<file path="src/hw/clp_defs.vh">
`ifndef CLP_DEFS_VH
`define CLP_DEFS_VH

// ----------------------------------------
// command codes
// ----------------------------------------
`define CLP_CMD_CR 8'h0D
`define CLP_CMD_SCROLL_ON 8'h13
`define CLP_CMD_SCROLL_OFF 8'h14
`define CLP_CMD_WRAP_ON 8'h17
`define CLP_CMD_WRAP_OFF 8'h18
`define CLP_CMD_GLYPH 8'h19
`define CLP_CMD_REBOOT 8'h1A
`define CLP_CMD_ESC 8'h1B
`define CLP_CMD_DIRECT 8'h1E
`define CLP_CMD_INFO 8'h1F
`define CLP_ESC_BRACKET 8'h5B
`define CLP_ARROW_UP 8'h41
`define CLP_ARROW_DOWN 8'h42
`define CLP_ARROW_RIGHT 8'h43
`define CLP_ARROW_LEFT 8'h44
`define CLP_CTRL_LAST 8'h1F
`define CLP_USER_FIRST 8'h80
`define CLP_USER_LAST 8'h87

// ----------------------------------------
// parameter counts and geometry
// ----------------------------------------
`define CLP_GLYPH_PARAMS 4'h9
`define CLP_DIRECT_PARAMS 4'h2
`define CLP_COLS 5'h10
`define CLP_ROWS 2'h2
`define CLP_COL_OFF 5'h10
`define CLP_ROW_MAX 6'h3F

// ----------------------------------------
// direct-write locations
// ----------------------------------------
`define CLP_LOC_CTRL 8'h00
`define CLP_LOC_DATA 8'h01
`define CLP_LOC_CTRL_EXT 8'h02

// ----------------------------------------
// buffering
// ----------------------------------------
`define CLP_FIFO_DEPTH 8
`define CLP_FIFO_AW 3
`define CLP_INBUF_DEPTH 64

`endif

</file>
<file path="src/hw/clp_parser.v">
`timescale 1ns/1ps
`default_nettype none
`include "clp_defs.vh"

module clp_parser (
    // clock and reset
    input wire clk_sys,
    input wire resetn,
    // incoming bytes
    input wire rx_valid,
    input wire [7:0] rx_data,
    // display controller write port, one entry per write
    output wire lcd_valid,
    input wire lcd_ready,
    output wire [7:0] lcd_data,
    // glyph bitmap write
    output reg glyph_we_q,
    output reg [2:0] glyph_idx_q,
    output reg [2:0] glyph_row_q,
    output reg [5:0] glyph_bits_q,
    // display actions
    output reg scroll_up_q,
    output reg info_show_q,
    output reg reboot_q,
    // status
    output reg [4:0] cursor_col_q,
    output reg [1:0] cursor_row_q,
    output reg wrap_en_q,
    output reg scroll_en_q,
    output reg overflow_q
);
    // ----------------------------------------
    // states
    // ----------------------------------------
    localparam ST_IDLE = 6'b000001;
    localparam ST_GLYPH = 6'b000010;
    localparam ST_DIRECT = 6'b000100;
    localparam ST_ESC = 6'b001000;
    localparam ST_ESC_BR = 6'b010000;
    localparam ST_REBOOT = 6'b100000;

    reg [5:0] state_q;
    reg [3:0] pend_q;
    reg [7:0] loc_q;
    reg [2:0] gidx_q;

    // ----------------------------------------
    // input queue and output fifo
    // ----------------------------------------
    wire q_valid;
    wire [7:0] q_data;
    wire q_ready;
    wire q_ovf;
    reg f_valid;
    reg [9:0] f_data;
    wire f_ready;
    wire [9:0] f_out;
    wire f_out_valid;
    wire f_pop;

    clp_inbuf u_inbuf (
        .clk_sys(clk_sys),
        .resetn(resetn),
        .in_valid(rx_valid),
        .in_data(rx_data),
        .out_valid(q_valid),
        .out_ready(q_ready),
        .out_data(q_data),
        .overflow_q(q_ovf)
    );

    // fifo word: {ctrl_extended_enable, ctrl_reg_select, data}
    clp_fifo #(.WIDTH(10), .DEPTH(`CLP_FIFO_DEPTH), .AW(`CLP_FIFO_AW)) u_fifo (
        .clk_sys(clk_sys),
        .resetn(resetn),
        .in_valid(f_valid),
        .in_ready(f_ready),
        .in_data(f_data),
        .out_valid(f_out_valid),
        .out_ready(f_pop),
        .out_data(f_out)
    );

    // ----------------------------------------
    // output register stage
    // ----------------------------------------
    // controller register selects ride along with each word
    reg lcd_valid_q;
    reg [7:0] lcd_data_q;
    reg ctrl_reg_select_q;
    reg ctrl_extended_enable_q;

    // the stage reloads whenever it is empty or its word is being taken
    assign f_pop = !lcd_valid_q || lcd_ready;
    assign lcd_valid = lcd_valid_q;
    assign lcd_data = lcd_data_q;

    always @(posedge clk_sys) begin
        if (!resetn) begin
            lcd_valid_q <= 1'b0;
            lcd_data_q <= 8'h00;
            ctrl_reg_select_q <= 1'b0;
            ctrl_extended_enable_q <= 1'b0;
        end else if (f_pop) begin
            lcd_valid_q <= f_out_valid;
            lcd_data_q <= f_out[7:0];
            ctrl_reg_select_q <= f_out[8];
            ctrl_extended_enable_q <= f_out[9];
        end
    end

    // no take while a word is in flight, so a word never meets a fifo that just filled
    assign q_ready = f_ready && !f_valid;
    wire take = q_valid && q_ready;

    // ----------------------------------------
    // helpers
    // ----------------------------------------
    function is_ctrl;
        input [7:0] b;
        begin
            is_ctrl = (b <= `CLP_CTRL_LAST);
        end
    endfunction

    function [7:0] glyph_code;
        input [7:0] b;
        begin
            if (b >= `CLP_USER_FIRST && b <= `CLP_USER_LAST) begin
                glyph_code = {5'b0, b[2:0]};
            end else begin
                glyph_code = b;
            end
        end
    endfunction

    // location byte to {ctrl_extended_enable, ctrl_reg_select}
    function [1:0] loc_selects;
        input [7:0] loc;
        begin
            case (loc)
                `CLP_LOC_CTRL: loc_selects = 2'b00;
                `CLP_LOC_DATA: loc_selects = 2'b01;
                `CLP_LOC_CTRL_EXT: loc_selects = 2'b10;
                default: loc_selects = 2'b00;
            endcase
        end
    endfunction

    // ----------------------------------------
    // cursor geometry
    // ----------------------------------------
    wire on_screen = (cursor_col_q < `CLP_COLS);
    wire last_col = (cursor_col_q == `CLP_COLS - 5'd1);
    wire last_row = (cursor_row_q == `CLP_ROWS - 2'd1);

    // ----------------------------------------
    // parser
    // ----------------------------------------
    always @(posedge clk_sys) begin
        if (!resetn) begin
            state_q <= ST_IDLE;
            pend_q <= 4'h0;
            loc_q <= 8'h00;
            gidx_q <= 3'h0;
            f_valid <= 1'b0;
            f_data <= 10'h000;
            glyph_we_q <= 1'b0;
            glyph_idx_q <= 3'h0;
            glyph_row_q <= 3'h0;
            glyph_bits_q <= 6'h00;
            scroll_up_q <= 1'b0;
            info_show_q <= 1'b0;
            reboot_q <= 1'b0;
            cursor_col_q <= 5'h00;
            cursor_row_q <= 2'h0;
            wrap_en_q <= 1'b0;
            scroll_en_q <= 1'b1;
            overflow_q <= 1'b0;
        end else begin
            f_valid <= 1'b0;
            glyph_we_q <= 1'b0;
            scroll_up_q <= 1'b0;
            info_show_q <= 1'b0;
            reboot_q <= 1'b0;
            overflow_q <= q_ovf;
            if (take) begin
                case (state_q)
                    ST_GLYPH: begin
                        // any value here is a parameter
                        if (pend_q == `CLP_GLYPH_PARAMS) begin
                            gidx_q <= q_data[2:0];
                        end else begin
                            glyph_we_q <= 1'b1;
                            glyph_idx_q <= gidx_q;
                            glyph_row_q <= 3'd0 - pend_q[2:0]; // first byte is top row
                            glyph_bits_q <= q_data[5:0];
                        end
                        pend_q <= pend_q - 4'h1;
                        if (pend_q == 4'h1) begin
                            state_q <= ST_IDLE;
                        end
                    end
                    ST_DIRECT: begin
                        if (pend_q == `CLP_DIRECT_PARAMS) begin
                            loc_q <= q_data;
                            pend_q <= pend_q - 4'h1;
                        end else begin
                            f_valid <= 1'b1;
                            // location decode of register selects
                            f_data <= {loc_selects(loc_q), q_data};
                            pend_q <= 4'h0;
                            state_q <= ST_IDLE;
                        end
                    end
                    ST_ESC: begin
                        state_q <= (q_data == `CLP_ESC_BRACKET) ? ST_ESC_BR : ST_IDLE;
                    end
                    ST_ESC_BR: begin
                        state_q <= ST_IDLE;
                        // arrows clamp at edges, never wrap
                        case (q_data)
                            `CLP_ARROW_UP: begin
                                if (cursor_row_q != 2'h0) begin
                                    cursor_row_q <= cursor_row_q - 2'h1;
                                end
                            end
                            `CLP_ARROW_DOWN: begin
                                if (!last_row) begin
                                    cursor_row_q <= cursor_row_q + 2'h1;
                                end
                            end
                            `CLP_ARROW_RIGHT: begin
                                if (cursor_col_q < `CLP_COLS - 5'd1) begin
                                    cursor_col_q <= cursor_col_q + 5'h1;
                                end
                            end
                            `CLP_ARROW_LEFT: begin
                                if (cursor_col_q != 5'h0) begin
                                    cursor_col_q <= on_screen ? cursor_col_q - 5'h1
                                                              : `CLP_COLS - 5'd1;
                                end
                            end
                            default: begin
                            end
                        endcase
                    end
                    default: begin
                        // idle or one reboot code seen
                        state_q <= ST_IDLE;
                        if (is_ctrl(q_data)) begin
                            // never shown as a glyph
                            case (q_data)
                                `CLP_CMD_WRAP_ON: begin
                                    wrap_en_q <= 1'b1;
                                end
                                `CLP_CMD_WRAP_OFF: begin
                                    wrap_en_q <= 1'b0;
                                end
                                `CLP_CMD_SCROLL_ON: begin
                                    scroll_en_q <= 1'b1;
                                end
                                `CLP_CMD_SCROLL_OFF: begin
                                    scroll_en_q <= 1'b0;
                                end
                                `CLP_CMD_CR: begin
                                    cursor_col_q <= 5'h00;
                                end
                                `CLP_CMD_GLYPH: begin
                                    state_q <= ST_GLYPH;
                                    pend_q <= `CLP_GLYPH_PARAMS;
                                end
                                `CLP_CMD_DIRECT: begin
                                    state_q <= ST_DIRECT;
                                    pend_q <= `CLP_DIRECT_PARAMS;
                                end
                                `CLP_CMD_ESC: begin
                                    state_q <= ST_ESC;
                                end
                                `CLP_CMD_INFO: begin
                                    info_show_q <= 1'b1;
                                end
                                `CLP_CMD_REBOOT: begin
                                    if (state_q == ST_REBOOT) begin
                                        // second code in a row: back to defaults
                                        reboot_q <= 1'b1;
                                        wrap_en_q <= 1'b0;
                                        scroll_en_q <= 1'b1;
                                        cursor_col_q <= 5'h00;
                                        cursor_row_q <= 2'h0;
                                    end else begin
                                        state_q <= ST_REBOOT;
                                    end
                                end
                                default: begin
                                end
                            endcase
                        end else if (on_screen) begin
                            // printable drops while off-screen
                            f_valid <= 1'b1;
                            f_data <= {loc_selects(`CLP_LOC_DATA), glyph_code(q_data)};
                            if (!last_col) begin
                                cursor_col_q <= cursor_col_q + 5'h1;
                            end else if (!wrap_en_q) begin
                                cursor_col_q <= `CLP_COL_OFF;
                            end else begin
                                cursor_col_q <= 5'h00;
                                if (!last_row) begin
                                    cursor_row_q <= cursor_row_q + 2'h1;
                                end else if (scroll_en_q) begin
                                    scroll_up_q <= 1'b1;
                                end else begin
                                    cursor_row_q <= 2'h0;
                                end
                            end
                        end
                    end
                endcase
            end
        end
    end
endmodule

`default_nettype wire

</file>
<file path="src/hw/clp_fifo.v">
`timescale 1ns/1ps
`default_nettype none

// ----------------------------------------
// small synchronous fifo, valid/ready on both sides
// ----------------------------------------
module clp_fifo #(
    parameter WIDTH = 8,
    parameter DEPTH = 8,
    parameter AW = 3
) (
    // clock and reset
    input wire clk_sys,
    input wire resetn,
    // fill side
    input wire in_valid,
    output wire in_ready,
    input wire [WIDTH-1:0] in_data,
    // drain side
    output wire out_valid,
    input wire out_ready,
    output wire [WIDTH-1:0] out_data
);
    reg [WIDTH-1:0] mem [0:DEPTH-1];
    reg [AW-1:0] wr_q;
    reg [AW-1:0] rd_q;
    reg [AW:0] cnt_q;
    wire push;
    wire pop;

    assign in_ready = (cnt_q != DEPTH[AW:0]);
    assign out_valid = (cnt_q != {(AW+1){1'b0}});
    assign out_data = mem[rd_q];
    assign push = in_valid && in_ready;
    assign pop = out_valid && out_ready;

    always @(posedge clk_sys) begin
        if (push) begin
            mem[wr_q] <= in_data;
        end
    end

    always @(posedge clk_sys) begin
        if (!resetn) begin
            wr_q <= {AW{1'b0}};
            rd_q <= {AW{1'b0}};
            cnt_q <= {(AW+1){1'b0}};
        end else begin
            if (push) begin
                wr_q <= wr_q + 1'b1;
            end
            if (pop) begin
                rd_q <= rd_q + 1'b1;
            end
            if (push && !pop) begin
                cnt_q <= cnt_q + 1'b1;
            end else if (pop && !push) begin
                cnt_q <= cnt_q - 1'b1;
            end
        end
    end
endmodule

`default_nettype wire

</file>
<file path="src/hw/clp_inbuf.v">
`timescale 1ns/1ps
`default_nettype none
`include "clp_defs.vh"

// ----------------------------------------
// 64-byte input queue; on overflow the newest byte replaces the oldest
// ----------------------------------------
module clp_inbuf (
    // clock and reset
    input wire clk_sys,
    input wire resetn,
    // byte arrival
    input wire in_valid,
    input wire [7:0] in_data,
    // drain side
    output wire out_valid,
    input wire out_ready,
    output wire [7:0] out_data,
    // status
    output reg overflow_q
);
    reg [7:0] mem [0:`CLP_INBUF_DEPTH-1];
    reg [5:0] wr_q;
    reg [5:0] rd_q;
    reg [6:0] cnt_q;
    wire full;
    wire pop;

    assign full = (cnt_q == 7'd64);
    assign out_valid = (cnt_q != 7'd0);
    assign out_data = mem[rd_q];
    assign pop = out_valid && out_ready;

    always @(posedge clk_sys) begin
        if (in_valid) begin
            mem[wr_q] <= in_data;
        end
    end

    always @(posedge clk_sys) begin
        if (!resetn) begin
            wr_q <= 6'd0;
            rd_q <= 6'd0;
            cnt_q <= 7'd0;
            overflow_q <= 1'b0;
        end else begin
            overflow_q <= in_valid && full && !pop;
            if (in_valid) begin
                wr_q <= wr_q + 6'd1;
            end
            // full and no drain: oldest byte is dropped by advancing read side
            if (pop || (in_valid && full)) begin
                rd_q <= rd_q + 6'd1;
            end
            if (in_valid && !full && !pop) begin
                cnt_q <= cnt_q + 7'd1;
            end else if (pop && !in_valid) begin
                cnt_q <= cnt_q - 7'd1;
            end
        end
    end
endmodule

`default_nettype wire

</file>
<file path="config.mk">
export PLATFORM = sky130hd
export DESIGN_NAME = clp_parser
export DESIGN_NICKNAME = d
export VERILOG_FILES = /design/src/hw/clp_parser.v /design/src/hw/clp_fifo.v /design/src/hw/clp_inbuf.v
export VERILOG_INCLUDE_DIRS = /design/src /design/src/hw
export SDC_FILE = /design/constraint.sdc
export NUM_CORES = 1
export LEC_CHECK = 0
export CAP_MARGIN = 10
export CORE_MARGIN = 1.5
export CORE_UTILIZATION = 49
export DETAILED_ROUTE_END_ITERATION = 8
export DONT_BUFFER_PORTS = 1
export PLACE_DENSITY = 0.66
export SLEW_MARGIN = 25
export SYNTH_ARGS = -nofsm -noshare
export SYNTH_HDL_FRONTEND = slang
export SYNTH_SLANG_ARGS = --single-unit
</file>
<file path="constraint.sdc">
create_clock -name clk_sys -period 3.72 [get_ports clk_sys]
set_input_delay 0.372 -clock clk_sys [delete_from_list [all_inputs] [get_ports clk_sys]]
set_output_delay 0.372 -clock clk_sys [all_outputs]
set_load 0.005 [all_outputs]
</file>
==> results.tsv <==
metric	value	unit
crit share post-route	0.985	
Antenna Nets Post-Route	0	
CP max FO	9	
Finished Core Util	0.578	
Worst Setup EP	cursor_col_q[3]	
number of synthesized flops with an enable pin	576	
CP endpoint kind	flip-flop	
Clock Sinks	669	
cells on worst reg2reg path	13	
syn nets	1679	
Tmin final	3.66	ns
vias in the first global route	15200	
DR vias	15400	
Synth area leader	edfxtp_1	
GRT Util Overall	0.231	
Area Growth Syn to Fin	16.9	%
met1 Track Usage GR	0.311	
Worst setup SP type	flip-flop	
chip width	238	um
Post-Syn Area per Cell	16.5	sq um
Remaining DRCs	0	
Power Density	661	mW/mm^2
post-synthesis register bit count	669	
share of cells above drive strength 1	0.235	
diodes inserted	0	
Starting DRT DRC Count	1534	
Fin Clk Skew	0.0211	ns
Worst VDD drop	0.412	mV
Vias/cell	5.91	
fin. max-slew vios	0	
Yosys Warn Count	0	
share of Yosys cell area claimed by the top area cell type	0.637	
most frequent cells in the layout	edfxtp_1 (576), nor2_1 (153), buf_4 (132), mux2i_1 (116), mux4_2 (105)	
first-pass GRT wire length	96600	um
worst min-delay path category	input pin to flip-flop	
leakage power	10.4	nW
CTS buffer count	71	
Die ar.	0.0569	sq mm
area post-placement	0.0289	sq mm
Post-Route WL	64900	um
post-synthesis cell area	0.0272	sq mm
Fin Setup TNS	0	ns
clock root cell	clkbuf_16	
FF-to-FF setup slack	0.06	ns
CTS tree	done	
max_cap viols	0	
DR WL/cell	25.0	um
final hold violation count	0	
CTS H-Tree Depth	3	
Top Usage Layer GRT	met2	
final setup violation count	0	
GR Util met3	0.0445	
core box area	0.0550	sq mm
Nets	1835	
Rows	86	
library cells used by synthesis	77	
Post-synth ARST share	0	
most common cell after layout, fill and taps aside	edfxtp_1	
sequential element share of the synthesized area	0.705	
status	finished, final reports clean	
Relative slew margins	0.321	
Die H	238	um
Clock transition at path regs	0.06	ns
fmax	273	MHz
main area contributors after synthesis	edfxtp_1 (64%), mux4_2 (8.7%), dfxtp_1 (6.9%), mux2i_1 (4.5%), nor2_1 (2.1%)	
TritonRoute pass-1 iters	6	
initial antenna violation count	0	
Worst EP arrival	4.12	ns
Ports	47	
met2 usage	0.380	
starting density of the core	0.494	
DPL Wire Length	41600	um
clk buf depth	3	
Worst Hold Depth	3	
Post-Syn Instances	1643	
gr ovfl total	0	
IO Port Bufs	0	
Setup CP Type	flip-flop to flip-flop	
Main synth FF type	edfxtp_1	
worst skew pair latency	0.62	ns
Worst EP required	4.18	ns
Placer Congestion	0.875	
worst flop-to-flop path endpoint	cursor_col_q[3]	
Least-Margin Pin Slew	1.02	ns
post-route cell area	0.0318	sq mm
largest net degree at the start of global routing	65	
cells by family after synthesis:
logic type | synth area share
XOR/XNOR | 0.00709
AND/OR/NAND/NOR | 0.0653
adder cells (fa/ha/maj) | 0.0116
AO/OA/AOI/OAI | 0.0515
buffers and inverters | 0.0211
flip-flops | 0.705
multiplexers | 0.138
layout make-up:
class | count | area [sq um]
fillers | 4156 | 23200
flip-flops and latches | 669 | 19200
multi-input cells | 860 | 7590
clock buffers | 97 | 1970
repair buffers | 169 | 1740
well taps | 748 | 936
clock inverters | 27 | 246
inverters | 28 | 108
power by group:
part,internal (mW),switching (mW),leakage [nW]
logic,2.67,2.82,3.40
registers,8.47,0.294,5.96
clock network,3.92,2.83,1.07
cell usage after synthesis, types with 29 or more instances:
cell type and instances:
mux2i_1 123, a21oi_1 29, dfxtp_1 93, mux4_2 105, nor2_1 154, nand2_1 62, nand3_1 34, edfxtp_1 576
a22oi_1 35, clkbuf_1 46, a211oi_1 29
worst max-delay path, cell delays in order, from the launching register on:
cell	delay, ns
dfxtp_4	0.38
buf_12	0.15
buf_12	0.14
buf_12	0.14
mux4_2	0.55
mux2i_4	0.20
mux2_2	0.22
a32o_1	0.21
nor2_2	0.08
a211o_1	0.30
or4_4	0.52
or3_4	0.38
a21oi_2	0.14
o32ai_1	0.10
worst min-delay path by stage:
stage	start	slack (ns)	to
5_1_grt	resetn	0.04	f_valid
2_1_floorplan	u_inbuf.overflow_q	0.41	overflow_q
4_1_cts	rx_valid	0.01	u_inbuf.wr_q[5]
3_5_place_dp	rx_data[3]	0.47	u_inbuf.mem[10][3]
3_3_place_gp	u_inbuf.overflow_q	0.47	overflow_q
6_report	rx_valid	0.04	u_inbuf.wr_q[5]
what timing repair did:
item                                   4_1_cts  5_1_grt
setup endpoints to repair                    3       16
endpoints found under the hold margin      530        0
setup buffers                                4       19
cloned                                       0        2
hold buffers                                10        0
resized for setup                            4       37
pin swaps                                    0        9
layer usage:
layer	vias up	routed length (um)
met5	-	0
met4	0	1850
met3	120	4190
met2	600	32200
met1	7842	26700
li1	6801	-
stage by stage:
stage	total power [mW]	setup WS, ns	instances	hold WS (ns)
after floorplan	12.2	0.265	1643	0.412
after global routing	21.8	-0.0158	2598	0.0354
after global placement	13.8	-0.0495	2439	0.466
after detailed placement	13.9	-0.0110	2439	0.474
after CTS	20.8	0.0405	2577	0.0114
final	21.0	0.0567	2598	0.0362
registers in the layout, indices dropped and copies added (netlist names), 2 cells and up, named ones only:
register / count
f_data: 8
cursor_row_q: 2
gidx_q: 3
u_inbuf.cnt_q: 7
cursor_col_q: 5
lcd_data: 8
u_fifo.cnt_q: 4
u_inbuf.wr_q: 6
glyph_row_q: 3
u_fifo.wr_q: 3
glyph_idx_q: 3
pend_q: 4
glyph_bits_q: 6
state_q: 6
u_fifo.mem: 64
u_inbuf.rd_q: 6
u_fifo.rd_q: 3
u_inbuf.mem: 512
Note: power is estimated with default switching activity, not from simulation.
